==> config.mk <==
export PLATFORM = sky130hd
export DESIGN_NAME = adc_conversion_control
export DESIGN_NICKNAME = d
export VERILOG_FILES = /design/src/adc_conv_pkg.sv /design/src/adc_conversion_control.sv
export VERILOG_INCLUDE_DIRS = /design/src
export SDC_FILE = /design/constraint.sdc
export NUM_CORES = 1
export LEC_CHECK = 0
export BUFFER_PORTS_ARGS = -buffer_cell sky130_fd_sc_hd__buf_2
export CAP_MARGIN = 10
export CORE_MARGIN = 8
export CORE_UTILIZATION = 54
export CTS_CLUSTER_SIZE = 14
export DETAILED_ROUTE_END_ITERATION = 8
export PLACE_DENSITY_LB_ADDON = 0.3
export SKIP_LAST_GASP = 1
export SLEW_MARGIN = 40
export SYNTH_ARGS = -nofsm -noshare
export SYNTH_HDL_FRONTEND = slang
export SYNTH_SLANG_ARGS = --single-unit
==> constraint.sdc <==
create_clock -name core_clk -period 3.2 [get_ports core_clk]
set_clock_uncertainty 0.1 [all_clocks]
set_input_delay 0.32 -clock core_clk [delete_from_list [all_inputs] [get_ports core_clk]]
set_output_delay 0.32 -clock core_clk [all_outputs]
set_load 0.03 [all_outputs]
==> src/adc_conv_defs.svh <==
`ifndef ADC_CONV_DEFS_SVH
`define ADC_CONV_DEFS_SVH

// ********************************************************************
// Register indices; byte address is four times the index.
// ********************************************************************
`define ADC_IDX_CLKDIV   10'h0f2
`define ADC_IDX_CTRL     10'h0f3
`define ADC_IDX_RES_LO   10'h0f4
`define ADC_IDX_RES_HI   10'h0f5
`define ADC_IDX_PINCFG   10'h0f6
`define ADC_IDX_IRQ_STAT 10'h0f7
`define ADC_IDX_IRQ_EN   10'h0f8
`define ADC_IDX_IRQ_CLR  10'h0f9

// ********************************************************************
// Control register fields.
// ********************************************************************
`define ADC_CTRL_QUIET   6
`define ADC_CTRL_POWER   5
`define ADC_CTRL_DONE    4
`define ADC_CTRL_START   3
`define ADC_CTRL_CH_HI   2
`define ADC_CTRL_CH_LO   0

// ********************************************************************
// Interrupt status, enable and clear fields.
// ********************************************************************
`define ADC_IRQ_REFUSED  0
`define ADC_IRQ_DONE     1

// ********************************************************************
// Reset values.
// ********************************************************************
`define ADC_RST_CTRL     8'h00
`define ADC_RST_CLKDIV   5'h00
`define ADC_RST_PINCFG   8'h00
`define ADC_RST_RESULT   10'h000
`define ADC_RST_IRQ      2'h0

// ********************************************************************
// Timing and coding constants.
// ********************************************************************
`define ADC_DIV_ZERO     7'h40
`define ADC_TOP_BIT      4'h9
`define ADC_FULL_SCALE   10'h3ff
`define ADC_ZERO_CODE    10'h000

`endif

==> src/adc_conv_pkg.sv <==
package adc_conv_pkg;

	typedef enum logic [1:0] {
		CONV_IDLE,
		CONV_SAMPLE,
		CONV_RESOLVE
	} conv_state_t;

	typedef logic signed [11:0] analog_level_t;

endpackage

==> src/adc_conversion_control.sv <==
`timescale 1ns/10ps
`include "adc_conv_defs.svh"

module adc_conversion_control #(
	parameter int ADDR_W = 12
) (
	input  wire logic                        core_clk,
	input  wire logic                        rst_n,
	input  wire logic                        hsel,
	input  wire logic [ADDR_W-1:0]           haddr,
	input  wire logic [1:0]                  htrans,
	input  wire logic                        hwrite,
	input  wire logic [2:0]                  hsize,
	input  wire logic [31:0]                 hwdata,
	input  wire logic                        hready,
	output logic                             hreadyout,
	output logic                             hresp,
	output logic [31:0]                      hrdata,
	input  wire logic                        doubleSpeed,
	input  wire adc_conv_pkg::analog_level_t converterInput,
	output logic [2:0]                       inputChannelSelect,
	output logic [7:0]                       pinAnalogAssign,
	output logic                             converterPowerEnable,
	output logic                             quietConvertHold,
	output logic                             irq
);
	import adc_conv_pkg::*;

	// ****************************************************************
	// Helper functions.
	// ****************************************************************
	function automatic logic [6:0] divLast(input logic [4:0] scale, input logic fast);
		logic [6:0] d;
		d = fast ? {1'b0, scale, 1'b0} : {scale, 2'b00};
		if (scale == 5'h00) begin
			d = `ADC_DIV_ZERO;
		end
		return 7'(d - 7'h01);
	endfunction

	function automatic logic [9:0] saturate(input analog_level_t v);
		logic [9:0] r;
		r = v[9:0];
		if (v < 12'sh000) begin
			r = `ADC_ZERO_CODE;
		end else if (v > 12'sh3ff) begin
			r = `ADC_FULL_SCALE;
		end
		return r;
	endfunction

	// ****************************************************************
	// Declarations.
	// ****************************************************************
	conv_state_t state_q;
	logic                apValid_q;
	logic                apWrite_q;
	logic [ADDR_W-3:0]   apIndex_q;
	logic [7:0]          wrByte;
	logic                wrCtrl;
	logic                wrClr;
	logic                startReq;
	logic                accept;
	logic                refused;
	logic                busy;
	logic                tick;
	logic                lastStep;
	logic [6:0]          tickCnt_q;
	logic [4:0]          clkDiv_q;
	logic [7:0]          pinCfg_q;
	logic [2:0]          chanSel_q;
	logic                powerEn_q;
	logic                quietSel_q;
	logic                quietRun_q;
	logic                doneFlag_q;
	logic                refusedFlag_q;
	logic [1:0]          irqEnable_q;
	logic [1:0]          irqStatus;
	logic [2:0]          convChan_q;
	logic [9:0]          held_q;
	logic [9:0]          sar_q;
	logic [9:0]          sar_d;
	logic [9:0]          trial;
	logic [3:0]          bitPos_q;
	logic [9:0]          result_q;
	logic [7:0]          ctrlRead;
	logic [7:0]          readByte;
	logic [ADDR_W-3:0]   rdIndex;

	// ****************************************************************
	// Bus slave: zero wait states, always OKAY.
	// ****************************************************************
	assign hreadyout = 1'b1;
	assign hresp     = 1'b0;

	always_ff @(posedge core_clk) begin
		if (!rst_n) begin
			apValid_q <= 1'b0;
			apWrite_q <= 1'b0;
			apIndex_q <= '0;
		end else if (hready) begin
			apValid_q <= hsel & htrans[1];
			apWrite_q <= hwrite;
			apIndex_q <= haddr[ADDR_W-1:2];
		end
	end

	assign wrByte = hwdata[7:0];
	assign wrCtrl = apValid_q & apWrite_q & (apIndex_q == `ADC_IDX_CTRL);
	assign wrClr  = apValid_q & apWrite_q & (apIndex_q == `ADC_IDX_IRQ_CLR);
	assign rdIndex = haddr[ADDR_W-1:2];

	// Reads are sampled in the address phase so the data phase needs no wait.
	always_comb begin
		unique case (rdIndex)
			`ADC_IDX_CLKDIV:   readByte = {3'b000, clkDiv_q};
			`ADC_IDX_CTRL:     readByte = ctrlRead;
			`ADC_IDX_RES_LO:   readByte = {6'b000000, result_q[1:0]};
			`ADC_IDX_RES_HI:   readByte = result_q[9:2];
			`ADC_IDX_PINCFG:   readByte = pinCfg_q;
			`ADC_IDX_IRQ_STAT: readByte = {6'b000000, irqStatus};
			`ADC_IDX_IRQ_EN:   readByte = {6'b000000, irqEnable_q};
			default:           readByte = 8'h00;
		endcase
	end

	always_ff @(posedge core_clk) begin
		if (!rst_n) begin
			hrdata <= 32'h00000000;
		end else if (hready & hsel & htrans[1] & !hwrite) begin
			hrdata <= {24'h000000, readByte};
		end
	end

	// ****************************************************************
	// Configuration registers.
	// ****************************************************************
	always_ff @(posedge core_clk) begin
		if (!rst_n) begin
			clkDiv_q <= `ADC_RST_CLKDIV;
		end else if (apValid_q & apWrite_q & (apIndex_q == `ADC_IDX_CLKDIV)) begin
			clkDiv_q <= wrByte[4:0];
		end
	end

	always_ff @(posedge core_clk) begin
		if (!rst_n) begin
			pinCfg_q <= `ADC_RST_PINCFG;
		end else if (apValid_q & apWrite_q & (apIndex_q == `ADC_IDX_PINCFG)) begin
			pinCfg_q <= wrByte;
		end
	end

	always_ff @(posedge core_clk) begin
		if (!rst_n) begin
			irqEnable_q <= `ADC_RST_IRQ;
		end else if (apValid_q & apWrite_q & (apIndex_q == `ADC_IDX_IRQ_EN)) begin
			irqEnable_q <= wrByte[1:0];
		end
	end

	always_ff @(posedge core_clk) begin
		if (!rst_n) begin
			quietSel_q <= 1'b0;
			powerEn_q  <= 1'b0;
			chanSel_q  <= 3'b000;
		end else if (wrCtrl) begin
			quietSel_q <= wrByte[`ADC_CTRL_QUIET];
			powerEn_q  <= wrByte[`ADC_CTRL_POWER];
			chanSel_q  <= wrByte[`ADC_CTRL_CH_HI:`ADC_CTRL_CH_LO];
		end
	end

	assign busy = (state_q != CONV_IDLE);
	assign ctrlRead = {1'b0, quietSel_q, powerEn_q, doneFlag_q, busy, chanSel_q};

	// ****************************************************************
	// Start decision.
	// ****************************************************************
	// The written values count, so one write may enable, select and start.
	assign startReq = wrCtrl & wrByte[`ADC_CTRL_START];
	assign accept = startReq & !busy
		& wrByte[`ADC_CTRL_POWER]
		& pinCfg_q[wrByte[`ADC_CTRL_CH_HI:`ADC_CTRL_CH_LO]];
	assign refused = startReq & !accept;

	always_ff @(posedge core_clk) begin
		if (!rst_n) begin
			convChan_q <= 3'b000;
			quietRun_q <= 1'b0;
		end else if (accept) begin
			convChan_q <= wrByte[`ADC_CTRL_CH_HI:`ADC_CTRL_CH_LO];
			quietRun_q <= wrByte[`ADC_CTRL_QUIET];
		end
	end

	// ****************************************************************
	// Converter clock prescaler.
	// ****************************************************************
	// The divider restarts with each conversion so every step is a full period.
	always_ff @(posedge core_clk) begin
		if (!rst_n) begin
			tickCnt_q <= 7'h00;
		end else if (accept || tick || !busy) begin
			tickCnt_q <= 7'h00;
		end else begin
			tickCnt_q <= 7'(tickCnt_q + 7'h01);
		end
	end

	assign tick = busy & (tickCnt_q == divLast(clkDiv_q, doubleSpeed));

	// ****************************************************************
	// Conversion sequence.
	// ****************************************************************
	assign trial    = 10'(sar_q | (10'h001 << bitPos_q));
	assign sar_d    = (held_q >= trial) ? trial : sar_q;
	assign lastStep = (state_q == CONV_RESOLVE) & tick & (bitPos_q == 4'h0);

	always_ff @(posedge core_clk) begin
		if (!rst_n) begin
			state_q <= CONV_IDLE;
		end else begin
			unique case (state_q)
				CONV_IDLE: begin
					if (accept) begin
						state_q <= CONV_SAMPLE;
					end
				end
				CONV_SAMPLE: begin
					if (tick) begin
						state_q <= CONV_RESOLVE;
					end
				end
				CONV_RESOLVE: begin
					if (lastStep) begin
						state_q <= CONV_IDLE;
					end
				end
			endcase
		end
	end

	always_ff @(posedge core_clk) begin
		if (!rst_n) begin
			held_q   <= 10'h000;
			sar_q    <= 10'h000;
			bitPos_q <= 4'h0;
		end else if (state_q == CONV_SAMPLE && tick) begin
			held_q   <= saturate(converterInput);
			sar_q    <= 10'h000;
			bitPos_q <= `ADC_TOP_BIT;
		end else if (state_q == CONV_RESOLVE && tick) begin
			sar_q    <= sar_d;
			bitPos_q <= 4'(bitPos_q - 4'h1);
		end
	end

	always_ff @(posedge core_clk) begin
		if (!rst_n) begin
			result_q <= `ADC_RST_RESULT;
		end else if (lastStep) begin
			result_q <= sar_d;
		end
	end

	// ****************************************************************
	// Flags and interrupt.
	// ****************************************************************
	// A completion in the same cycle as a clear keeps the flag set.
	always_ff @(posedge core_clk) begin
		if (!rst_n) begin
			doneFlag_q <= 1'b0;
		end else if (lastStep) begin
			doneFlag_q <= 1'b1;
		end else if ((wrCtrl && !wrByte[`ADC_CTRL_DONE]) || (wrClr && wrByte[`ADC_IRQ_DONE])) begin
			doneFlag_q <= 1'b0;
		end
	end

	always_ff @(posedge core_clk) begin
		if (!rst_n) begin
			refusedFlag_q <= 1'b0;
		end else if (refused) begin
			refusedFlag_q <= 1'b1;
		end else if (wrClr && wrByte[`ADC_IRQ_REFUSED]) begin
			refusedFlag_q <= 1'b0;
		end
	end

	assign irqStatus = {doneFlag_q, refusedFlag_q};
	assign irq = |(irqStatus & irqEnable_q);

	// ****************************************************************
	// Pin side outputs.
	// ****************************************************************
	assign inputChannelSelect   = convChan_q;
	assign pinAnalogAssign      = pinCfg_q;
	assign converterPowerEnable = powerEn_q;
	// The interrupt controller defers other sources while this is high.
	assign quietConvertHold     = quietRun_q & busy;

endmodule

[After elaboration in Yosys (flattened, before gate mapping)]
Cells that the tools add are included.
Storage, ports and cells
  register bits: 89
  bits in latches: 0
  memory bits (writable): 0
  memory bits (read-only): 0
  input port bits: 67
  output and inout bits: 48
  word-level logic and storage cells: 110
  memories: 0
Cells by class
  add/subtract/negate cells: 3
  multiply operators: 0
  divide/modulo/power cells: 0
  magnitude comparators: 4
  equality and inequality tests: 18
  shift-type cells: 1
  multiplexer cells: 18
  bitwise operators: 22
  reductions and logical operators: 23
Operator list (count)
  10-bit by 8-bit equality test with 1-bit output, second input constant: 12
  8-bit one-hot mux with 7 select lines: 1
  10-bit 2-to-1 mux: 3
  1-bit bitwise AND: 19
  7-bit 2-to-1 mux: 2
  12-bit by 11-bit greater-than comparator with 1-bit output, second input constant: 1
  12-bit by 1-bit less-than comparator with 1-bit output, second input constant: 1
  10-bit >= comparator: 1
  10-bit bitwise OR: 1
  1-bit by 4-bit << shifter with 10-bit output, first input constant: 1
  4-bit 2-to-1 mux: 2
  2-bit nonzero test: 4
  7-bit by 1-bit adder with 7-bit output, second input constant: 1
  7-bit equality test: 1
  7-bit by 1-bit subtractor with 7-bit output, second input constant: 1
  2-bit 2-to-1 mux: 3
  2-bit != test, second input constant: 3
  2-bit one-hot mux with 3 select lines: 1
  2-bit OR reduction: 3
  1-bit logical AND: 5
  5-bit zero test: 1
  1-bit 2-to-1 mux: 5
  1-bit zero test: 4
  4-bit zero test: 1
  10 further kinds: 12

[Logic depth before layout (Yosys ltp)]
Gate-level depths: netlist (run 1).
  depth after elaboration: 9
  gate-level depth with buffers: 13
  depth with buffers taken out: 12

[Worst setup path after synthesis (run 1)]
No wires, ideal clock.
  kind: register to register
  from: reg clkDiv_q[1]
  to: reg result_q[6]
  setup time: 0.128 ns
  data arrival time: 2.507 ns
  required time: 2.972 ns
  slack: 0.465 ns
  cell stages (with the launch flop): 11
  path buffers: 2
  period minus slack after synthesis: 2.735 ns
  cells stage by stage: dfxtp_1 -> clkbuf_1 -> mux2i_1 -> ha_1 -> xor2_1 -> o2111ai_1 -> or4b_4 -> a2111oi_4 -> buf_6 -> mux2i_1 -> nor2_1
On the way
  word-level cells in the longest chain between the ends: 7
  elaborated cells between the ends (all ways): 8
  classes of those cells: add/sub (1); eq/ne (1); mux (2); bitwise (3); reduce/logical (1)
RTL lines
  from (decl): line adc_conversion_control.sv:69  | logic [4:0] clkDiv_q;
  from (signal assigned): line adc_conversion_control.sv:140  | clkDiv_q <= `ADC_RST_CLKDIV;
  from (signal assigned): line adc_conversion_control.sv:142  | clkDiv_q <= wrByte[4:0];
  5-bit zero test / 7-bit 2-to-1 mux (equally long branches): line adc_conversion_control.sv:35, adc_conversion_control.sv:34
  7-bit 2-to-1 mux *: line adc_conversion_control.sv:35  | if (scale == 5'h00) begin
  7-bit by 1-bit subtractor with 7-bit output *: line adc_conversion_control.sv:38  | return 7'(d - 7'h01);
  7-bit equality test *: line adc_conversion_control.sv:211  | assign tick = busy & (tickCnt_q == divLast(clkDiv_q, doubleSpeed));
  1-bit bitwise AND *: line adc_conversion_control.sv:211
  1-bit bitwise AND * (2 in series): line adc_conversion_control.sv:218  | assign lastStep = (state_q == CONV_RESOLVE) & tick & (bitPos_q == 4'h0);
  to (signal assigned): line adc_conversion_control.sv:261  | result_q <= `ADC_RST_RESULT;
  to (signal assigned): line adc_conversion_control.sv:263  | result_q <= sar_d;
  to (decl): line adc_conversion_control.sv:85  | logic [9:0] result_q;
Every way passes the cells marked *; elsewhere a longest branch is shown, timed or not.
A chain may end at the register's enable or synchronous reset.

[Final worst setup path (run 1)]
  from: reg clkDiv_q[0]
  to: reg sar_q[4]
On the way
  word-level cells in the longest chain between the ends: 7
  elaborated cells between the ends (all ways): 9
  classes of those cells: add/sub (1); eq/ne (1); mux (2); bitwise (1); reduce/logical (4)
RTL lines
  5-bit zero test / 7-bit 2-to-1 mux (equally long branches): line adc_conversion_control.sv:35, adc_conversion_control.sv:34
  7-bit 2-to-1 mux *: line adc_conversion_control.sv:35
  7-bit by 1-bit subtractor with 7-bit output *: line adc_conversion_control.sv:38
  7-bit equality test *: line adc_conversion_control.sv:211
  1-bit bitwise AND *: line adc_conversion_control.sv:211
  1-bit logical AND: line adc_conversion_control.sv:249  | end else if (state_q == CONV_SAMPLE && tick) begin
  2-bit OR reduction (no source line)
  to (signal assigned): line adc_conversion_control.sv:254  | sar_q <= sar_d;
  to (decl): line adc_conversion_control.sv:81  | logic [9:0] sar_q;
Marked as above.

==> reports/metrics.cfg, run 1 <==
[synthesis]
synth_area_sq_um = 4730
synth_ff_type = dfxtp_1
synthDistinctLibCells = 64
ys_warn_count = 0
yosysSeqAreaShare = 0.376
syn_inst = 518
synth_area_leaders = dfxtp_1, mux2i_1, nor2_1, ha_1, buf_4
yosys.area.top_type = dfxtp_1
ys_async_sr_fraction = 0
synth-seq-cells = 89
synth_edf_count = 0
yosysTopAreaCellShare = 0.376
synth_area_per_cell_sq_um = 9.14

[place]
port_buffers = 58
dp_cells = 662
hpwlAfterDp_um = 8280
globalplace.congestion = 0.859

[floorplanning]
io_pins = 115
fp-row-count = 34
start_util = 0.551
coreArea_sq_um = 8590
dieArea_sq_um = 12000
die_h_um = 110
chipWidth_um = 110

[detailed_routing]
via_per_inst = 5.70
vias = 3853
wl_per_cell_um = 16.1
drc = 0
ant_nets = 0
dr.pass1.iters = 5
postRouteWirelength_um = 10900
drt_iter0_drc = 301

[worst_setup_path]
end_kind = flop
cpLargestDelayFamily = simple AND/OR/NAND/NOR gates
start_kind = flop
crit_chain = mux2i_1 -> ha_1 -> xor2_1 -> o2111ai_1 -> or4b_4 -> a211oi_4 -> and3_1 -> o211a_1
worstReg2RegEnd = sar_q[4]
critPathBufInv = 0
r2r-start = clkDiv_q[0]
crit_required_ns = 3.40
critPathArrivalTime_ns = 3.12
worstSetupPathType = reg -> reg
worstPathMaxFanout = 9
slowest_stage = or4b_4
rr_worst_depth = 8
rrSetupSlack_ns = 0.29
cp_slowest_stage_delay_ns = 0.58

[clock_network]
clock_sinks = 89
cts_buffers = 9
hold_buffers = 0
clk_latency_ns = 0.36
cts_buffer_depth = 2
postCtsSetupRepairBufs = 0
cts_root_buf = clkbuf_8
ctsResizeCount = 0
cts_tree = built
htreeDepth = 3
path_clk_slew_ns = 0.09

[layout]
syn2layout_area_growth_pct = 9.38
antennaDiodeCount = 0
final_layout_size_suffix_gt1_frac = 0.176
fin_util = 0.603
fin_cells = 676
final_nets = 652

[status]
status = complete, no violations

[timing]
holdWs_ns = 0.0867
fin_crit_sh = 0.911
timing.final.crit_period_ns = 2.91
max_clock_freq_mhz = 343
hold_viol = 0
tightest_slew_ns = 0.829
rsz0062_at_grt = no
fin_setup_tns_ns = 0
final_max_slew_viol_count = 0
setup_viol = 0
relSlewSlack = 0.447

[power_and_ir_drop]
p_comb_frac = 0.081
p_per_area_nw_per_um2 = 411
seq_power_share = 0.529
p_int_uw = 1600
swShare = 0.250
clkPwrFrac = 0.391
p_switching_uw = 533
leakagePower_uw = 0.00231
ir_drop_mv = 0.220

[worst_hold_path]
whs_path_depth = 3
min_to = held_q[8]
min_from = converterInput[8]
hold_path.class = in -> reg

[grt]
antenna_found_initial = 0
grt_max_degree = 50
grt_pass1_wl_um = 17600
overflow = 0
grt_pass1_vias = 3726
grt_usage = 0.184

[flow_run]
max_cap_violations = 0

## worst reg2reg max path, cell delays in order (launching register included)
cell and delay, ns:
dfxtp_1 0.50, mux2i_1 0.14, ha_1 0.30, xor2_1 0.15
o2111ai_1 0.11, or4b_4 0.58, a211oi_4 0.35, and3_1 0.45
o211a_1 0.18
## how the worst max path moves through the flow
stage | end | cells after the start | slack, ns | start
final | sar_q[4] | 8 | 0.29 | clkDiv_q[0]
after global routing | sar_q[4] | 8 | 0.07 | clkDiv_q[0]
after CTS | sar_q[4] | 8 | 0.28 | clkDiv_q[0]
after detailed placement | sar_q[3] | 9 | 0.19 | doubleSpeed
after global placement | sar_q[7] | 9 | 0.28 | doubleSpeed
after floorplan | result_q[6] | 10 | 0.47 | clkDiv_q[1]
## synth_stat cells, types with 3 or more instances
master	n
a211oi_2	4
a21o_1	8
a21oi_1	15
a22o_1	3
a22oi_1	8
and3_1	4
buf_1	6
buf_4	27
buf_6	4
clkbuf_1	15
dfxtp_1	89
ha_1	20
inv_1	27
mux2_2	4
mux2i_1	51
nand2_1	19
nand2b_1	5
nand3_1	7
nand3b_1	3
nand4_1	4
nand4b_1	6
nor2_1	76
nor2b_1	7
nor3_1	4
nor4_1	9
o211a_1	10
o21ai_0	13
o21ai_1	3
o22ai_1	6
o2bb2ai_1	10
xnor2_1	5
xor2_1	4
## logic make-up (layout without fill, tap and decap cells)
family | after synthesis | in the layout | share of synthesized area
other | 2 | 26 | 0.00159
adder cells (fa/ha/maj) | 20 | 20 | 0.0529
flip-flops | 89 | 89 | 0.376
multiplexers | 56 | 56 | 0.122
XOR/XNOR | 9 | 9 | 0.0167
AND/OR/NAND/NOR | 158 | 158 | 0.167
AO/OA/AOI/OAI | 103 | 103 | 0.171
buffers and inverters | 81 | 107 | 0.0925
## per-layer routing
| metal | share of wire | global-route usage |
|---|---|---|
| met1 | 0.45 | 0.234 |
| met2 | 0.46 | 0.296 |
| met3 | 0.067 | 0.0440 |
| met4 | 0.017 | 0.0656 |
| met5 | 0 | 0 |
## area by class of cell
type                    instances  area (sq um)
flip-flops and latches         89          1780
multi-input cells             372          2600
inverters                      27           101
clock buffers                   9           124
clock inverters                 5          81.3
well taps                     108           135
repair buffers                 66           350
fillers                       757          3420
## flip-flops by register name, indices dropped and copies added (netlist names), 4 cells and up
signal	count
held_q	10
result_q	10
apIndex_q	10
sar_q	10
tickCnt_q	7
clkDiv_q	5
hrdata	8
bitPos_q	4
pinAnalogAssign	8
## power by group through the flow
stage | registers [uW] | logic (uW) | clock network (uW)
after floorplan | 1150 | 148 | 0
after global placement | 1150 | 164 | 0
after detailed placement | 1150 | 170 | 0
after CTS | 1130 | 170 | 844
after global routing | 1130 | 186 | 888
final | 1130 | 172 | 832
## layout by cell type, fill, tap and decap left out, types with 3 or more instances in the layout
cell type and instances:
buf_4 8, inv_1 27, dfxtp_1 89, xor2_1 4, nand3_1 7, a21o_1 8
nor3_1 4, o22ai_1 6, ha_1 20, o21ai_1 3, buf_2 58, mux2i_1 51
a211oi_2 4, nand4b_1 6, xnor2_1 5, nor2_1 76, nor2b_1 7, nand3b_1 3
and3_1 4, a22o_1 3, o21ai_0 13, o211a_1 10, nor4_1 9, nand4_1 4
a21oi_1 15, clkbuf_8 9, nand2b_1 5, nand2_1 19, a22oi_1 8, o2bb2ai_1 10
mux2_2 4, conb_1 26
## through the flow
| step | total power [uW] | cell area (sq um) | setup slack [ns] |
|---|---|---|---|
| final | 2130 | 5180 | 0.286 |
| after CTS | 2140 | 5180 | 0.276 |
| after global placement | 1320 | 4970 | 0.277 |
| after floorplan | 1300 | 4820 | 0.465 |
| after global routing | 2200 | 5180 | 0.0719 |
| after detailed placement | 1320 | 4970 | 0.193 |
Power figures use the tool's default switching activity.
==> run 2, diff against run 1 <==
CORE_UTILIZATION = 38   (was 54)
clock period = 2.5 ns   (was 3.2 ns; I/O delays follow)
==> run 2 against run 1 <==
Compared with the run above: the flow now finishes with violations (setup timing); global-route usage down 3.0 points; via count increased by 4.3%; count of clock-buffer cells in the layout rose by 3; final cell count grew 16%; largest cell class unchanged; setup slack got worse by 0.43 ns; combinational power up 41%; die area grew 35%.
==> reports/metrics.cfg, run 2 (synthesis gave the netlist of run 1 again) <==
[detailed_routing]
met2WireLength_um = 6150
ant_nets = 0
postRouteWirelength_um = 12400
m1WireLength_um = 5500
top_layer = met4
drt_iter0_drc = 206
drc = 0
via_per_inst = 5.13
dr.pass1.iters = 4
route.met3.wl_um = 607
vias = 4019
wl_per_cell_um = 15.9

[floorplanning]
die_h_um = 128
start_util = 0.391
dieArea_sq_um = 16300
io_pins = 115
chipWidth_um = 128
fp-row-count = 40
coreArea_sq_um = 12100

[grt]
grt_pass1_vias = 3958
grt_usage = 0.153
antenna_found_initial = 0
grt_max_degree = 50
overflow = 0
grt_pass1_wl_um = 20000

[layout]
final_layout_size_suffix_gt1_frac = 0.285
mostFrequentLayoutCells = dfxtp_1, nor2_1, buf_2
syn2layout_area_growth_pct = 26.4
fill_cells = 1149
final_nets = 697
mostFrequentLayoutCell = dfxtp_1
antennaDiodeCount = 0

[clock_network]
hold_buffers = 0
cts_buffer_depth = 2
path_clk_slew_ns = 0.06
cts_buffers = 9
cts_tree = built
clock_sinks = 89
htreeDepth = 3
cts_root_buf = clkbuf_16
clk_latency_ns = 0.34

[place]
globalplace.congestion = 0.864
hpwlAfterDp_um = 9020
port_buffers = 58

[power_and_ir_drop]
leakagePower_uw = 0.00265
p_total_uw = 3090
ir_drop_mv = 0.421
p_per_area_nw_per_um2 = 516

[timing]
fin_setup_tns_ns = -3.36
timing.final.crit_period_ns = 2.64
tightest_slew_ns = 0.616
rsz0062_at_grt = yes
max_clock_freq_mhz = 379
final_max_slew_viol_count = 0
setup_slack_ns = -0.141
setup_viol = 37
fin_crit_sh = 1.06
relSlewSlack = 0.585
hold_viol = 0

[worst_setup_path]
cpLargestDelayFamily = compound AO/OA/AOI/OAI gates
crit_chain = buf_4 -> inv_1 -> buf_4 -> ha_2 -> a21o_1 -> inv_1 -> ha_1 -> a211o_1 -> a21oi_2 -> o2bb2ai_1 -> a31oi_2 -> buf_4 -> o21ai_0 -> o22ai_1
critPathBufInv = 5
worst_path_most_repeated_cell = buf_4
critPathArrivalTime_ns = 2.76
crit_required_ns = 2.62
cp_slowest_stage_delay_ns = 0.31
worstSetupPathType = reg -> reg
r2r-start = bitPos_q[1]
startpoint = bitPos_q[1]
start_kind = flop
slowest_stage = dfxtp_1
worstPathMaxFanout = 5
end_kind = flop

[worst_hold_path]
hold_path.class = in -> reg
min_from = hwdata[7]

[status]
status = finished, violations left
violations = setup timing

[flow_run]
max_cap_violations = 0

[run 2: metrics by stage]
stage	hold WS (ns)	util	worst slack, ns	std cells	area (sq um)
CTS	0.0476	0.485	-0.128	780	5870
finish	0.0578	0.494	-0.141	783	5980
global placement	0.345	0.442	-0.236	757	5350
global route	0.0654	0.494	-0.255	783	5980
detailed placement	0.337	0.442	-0.260	757	5350
floorplan	0.292	-	-0.123	542	4860
[run 2: cell type report]
class	instances	area, sq um	area share
Clock buffer	12	267	0.0446
Multi-Input combinational cell	372	2800	0.468
Sequential cell	89	1790	0.299
Timing Repair Buffer	111	764	0.128
Inverter	27	101	0.0169
Clock inverter	4	50.0	0.00837
Tap cell	168	210	0.0351
[run 2: where the power goes]
| group | internal, uW | switching [uW] | total [uW] |
|---|---|---|---|
| clock | 854 | 549 | 1400 |
| sequential | 1430 | 10.6 | 1440 |
| combinational | 72.3 | 170 | 242 |
[run 2: worst paths after layout]
kind                        end  slack [ns]  cells after the start
max                 result_q[3]       -0.14                     14
min          pinAnalogAssign[7]        0.06                      3
max reg2reg         result_q[3]       -0.14                     14
min reg2reg           hrdata[1]        0.35                      2
[run 2: layer usage]
layer  vias up  track usage
li1       1977            -
met1      1947        0.185
met2        83        0.265
met3        12       0.0354
met4         0       0.0490
met5         -            0
[run 2: repair_timing]
action                     in CTS  in global routing
gates cloned                    4                  0
setup endpoints to repair      42                 43
hold endpoints to repair        0                  0
gates resized for setup        30                 13
buffers inserted                3                  3
pin swaps                      18                  4
[run 2: worst reg2reg max path: cells and delay by family (launching register included)]
family / cells / cell delay [ns]
AO/OA/AOI/OAI: 7 / 1.17
adder cells (fa/ha/maj): 2 / 0.38
buffers and inverters: 5 / 0.57
flip-flops: 1 / 0.31
==> run 3, diff against run 2 <==
SETUP_SLACK_MARGIN = 0.15   (was unset)
==> run 3 against run 2 <==
Compared with the run above: the run still ends with setup timing left; clock power rose by 5%; core utilization rose by 0.26 points; sequential power about the same; flip-flop and latch count stayed put; critical endpoint unchanged; total power up 2.1%; maximum frequency is 1.7% lower; die area unchanged; design area rose by 0.52%; critical path type unchanged; highest routed layer unchanged; global-route usage is 0.25 points higher; first-iteration DRC count up 14%; sequential share of layout area is 0.18 points lower.
==> reports/metrics.cfg, run 3 (synthesis gave the netlist of run 1 again) <==
[status]
status = finished, violations left
violations = setup timing

[layout]
fin_util = 0.496
mostFrequentLayoutCells = dfxtp_1, nor2_1, buf_2
mostFrequentLayoutCell = dfxtp_1
syn2layout_area_growth_pct = 27.0
final_layout_size_suffix_gt1_frac = 0.287
final_nets = 699
antennaDiodeCount = 0

[grt]
antenna_found_initial = 0
grt_pass1_wl_um = 20600
grt_usage = 0.156
overflow = 0
grt_pass1_vias = 4131
grt_max_degree = 50

[clock_network]
cts_buffers = 9
cts_root_buf = clkbuf_16
cts_buffer_depth = 2
path_clk_slew_ns = 0.06
clk_latency_ns = 0.34
cts_tree = built
hold_buffers = 0
clock_sinks = 89
htreeDepth = 3

[worst_setup_path]
critPathBufInv = 4
worstSetupPathType = reg -> reg
critPathArrivalTime_ns = 2.86
crit_chain = mux2i_1 -> ha_1 -> xor2_1 -> o2111ai_1 -> or4b_4 -> buf_6 -> a2111oi_4 -> buf_4 -> buf_12 -> buf_4 -> nand2_4 -> o22ai_2
crit_required_ns = 2.67
end_kind = flop
cp_slowest_stage_delay_ns = 0.57
worst_path_most_repeated_cell = buf_4
worstPathMaxFanout = 6
slowest_stage = or4b_4
cpLargestDelayFamily = simple AND/OR/NAND/NOR gates
start_kind = flop

[timing]
final_max_slew_viol_count = 0
rsz0062_at_grt = yes
tightest_slew_ns = 0.554
fin_crit_sh = 1.07
max_clock_freq_mhz = 372
hold_viol = 0
setup_viol = 35
timing.final.crit_period_ns = 2.69
fin_setup_tns_ns = -3.30
setup_slack_ns = -0.186
relSlewSlack = 0.630

[flow_run]
max_cap_violations = 0

[floorplanning]
coreArea_sq_um = 12100
start_util = 0.391
io_pins = 115
dieArea_sq_um = 16300
fp-row-count = 40
die_h_um = 128
chipWidth_um = 128

[power_and_ir_drop]
swShare = 0.237
p_int_uw = 2410
leakagePower_uw = 0.00269
p_per_area_nw_per_um2 = 524
p_switching_uw = 746
seq_power_share = 0.458
p_comb_frac = 0.077
ir_drop_mv = 0.295
clkPwrFrac = 0.465

[worst_hold_path]
hold_path.class = in -> reg

[detailed_routing]
drt_iter0_drc = 234
ant_nets = 0
postRouteWirelength_um = 12400
dr.pass1.iters = 5
drc = 0
wl_per_cell_um = 15.8
via_per_inst = 5.10
vias = 4001

[place]
hpwlAfterDp_um = 9080
port_buffers = 58
globalplace.congestion = 0.872

[run 3: cell types whose count changed in the layout (fill, tap and decap cells not counted), sizes merged]
cell / change
buf: +1
bufinv: +1
clkinvlp: -2
clkinv: +2
[run 3: layout make-up]
class                      instances  area, sq um
timing repair buffer             113          820
tap                              168          210
inverter                          27          101
clock inverter                     5         78.8
sequential                        89         1790
multi-input combinational        372         2770
clock buffer                      11          243
fill                            1160         6100
[run 3: path summary, 6_finish.rpt]
| path | from | to | slack (ns) | cells past startpoint |
|---|---|---|---|---|
| max | clkDiv_q[0] | result_q[3] | -0.19 | 12 |
| min reg2reg | hrdata[5] | hrdata[5] | 0.35 | 2 |
| max reg2reg | clkDiv_q[0] | result_q[3] | -0.19 | 12 |
| min | hwdata[7] | pinAnalogAssign[7] | 0.04 | 3 |
[run 3: worst reg2reg max path, delay by kind of cell, from the launching register on]
family | cells | cell delay [ns]
AO/OA/AOI/OAI | 3 | 0.45
flip-flops | 1 | 0.33
AND/OR/NAND/NOR | 2 | 0.62
buffers and inverters | 4 | 0.57
XOR/XNOR | 1 | 0.15
multiplexers | 1 | 0.13
adder cells (fa/ha/maj) | 1 | 0.25
[run 3: repair_timing]
action,in CTS,in global routing
pin swaps,20,7
resized for setup,33,12
endpoints found under the setup margin,43,43
cloned,2,2
buffers inserted,4,3
[run 3: power groups by stage]
stage	clock network [uW]	logic [uW]	registers (uW)
after floorplan	0	193	1470
after global placement	0	222	1470
after detailed placement	0	228	1470
after CTS	1490	240	1440
after global routing	1540	264	1450
final	1470	242	1440
[run 3: routing by layer]
| layer | track usage | up-vias | wire length, um |
|---|---|---|---|
| met3 | 0.0399 | 18 | 643 |
| met4 | 0.0490 | 0 | 189 |
| met1 | 0.183 | 1913 | 5480 |
| li1 | - | 1978 | - |
| met2 | 0.272 | 92 | 6050 |
| met5 | 0 | - | 0 |
[run 3: per-stage QoR]
stage	setup WS, ns	instance area (sq um)	instances	hold slack [ns]	power [uW]
floorplan	-0.123	4870	542	0.292	1660
global placement	-0.224	5370	758	0.344	1700
detailed placement	-0.296	5370	758	0.339	1700
CTS	-0.190	5910	780	0.0454	3170
global route	-0.351	6010	785	0.0543	3250
finish	-0.186	6010	785	0.0422	3150
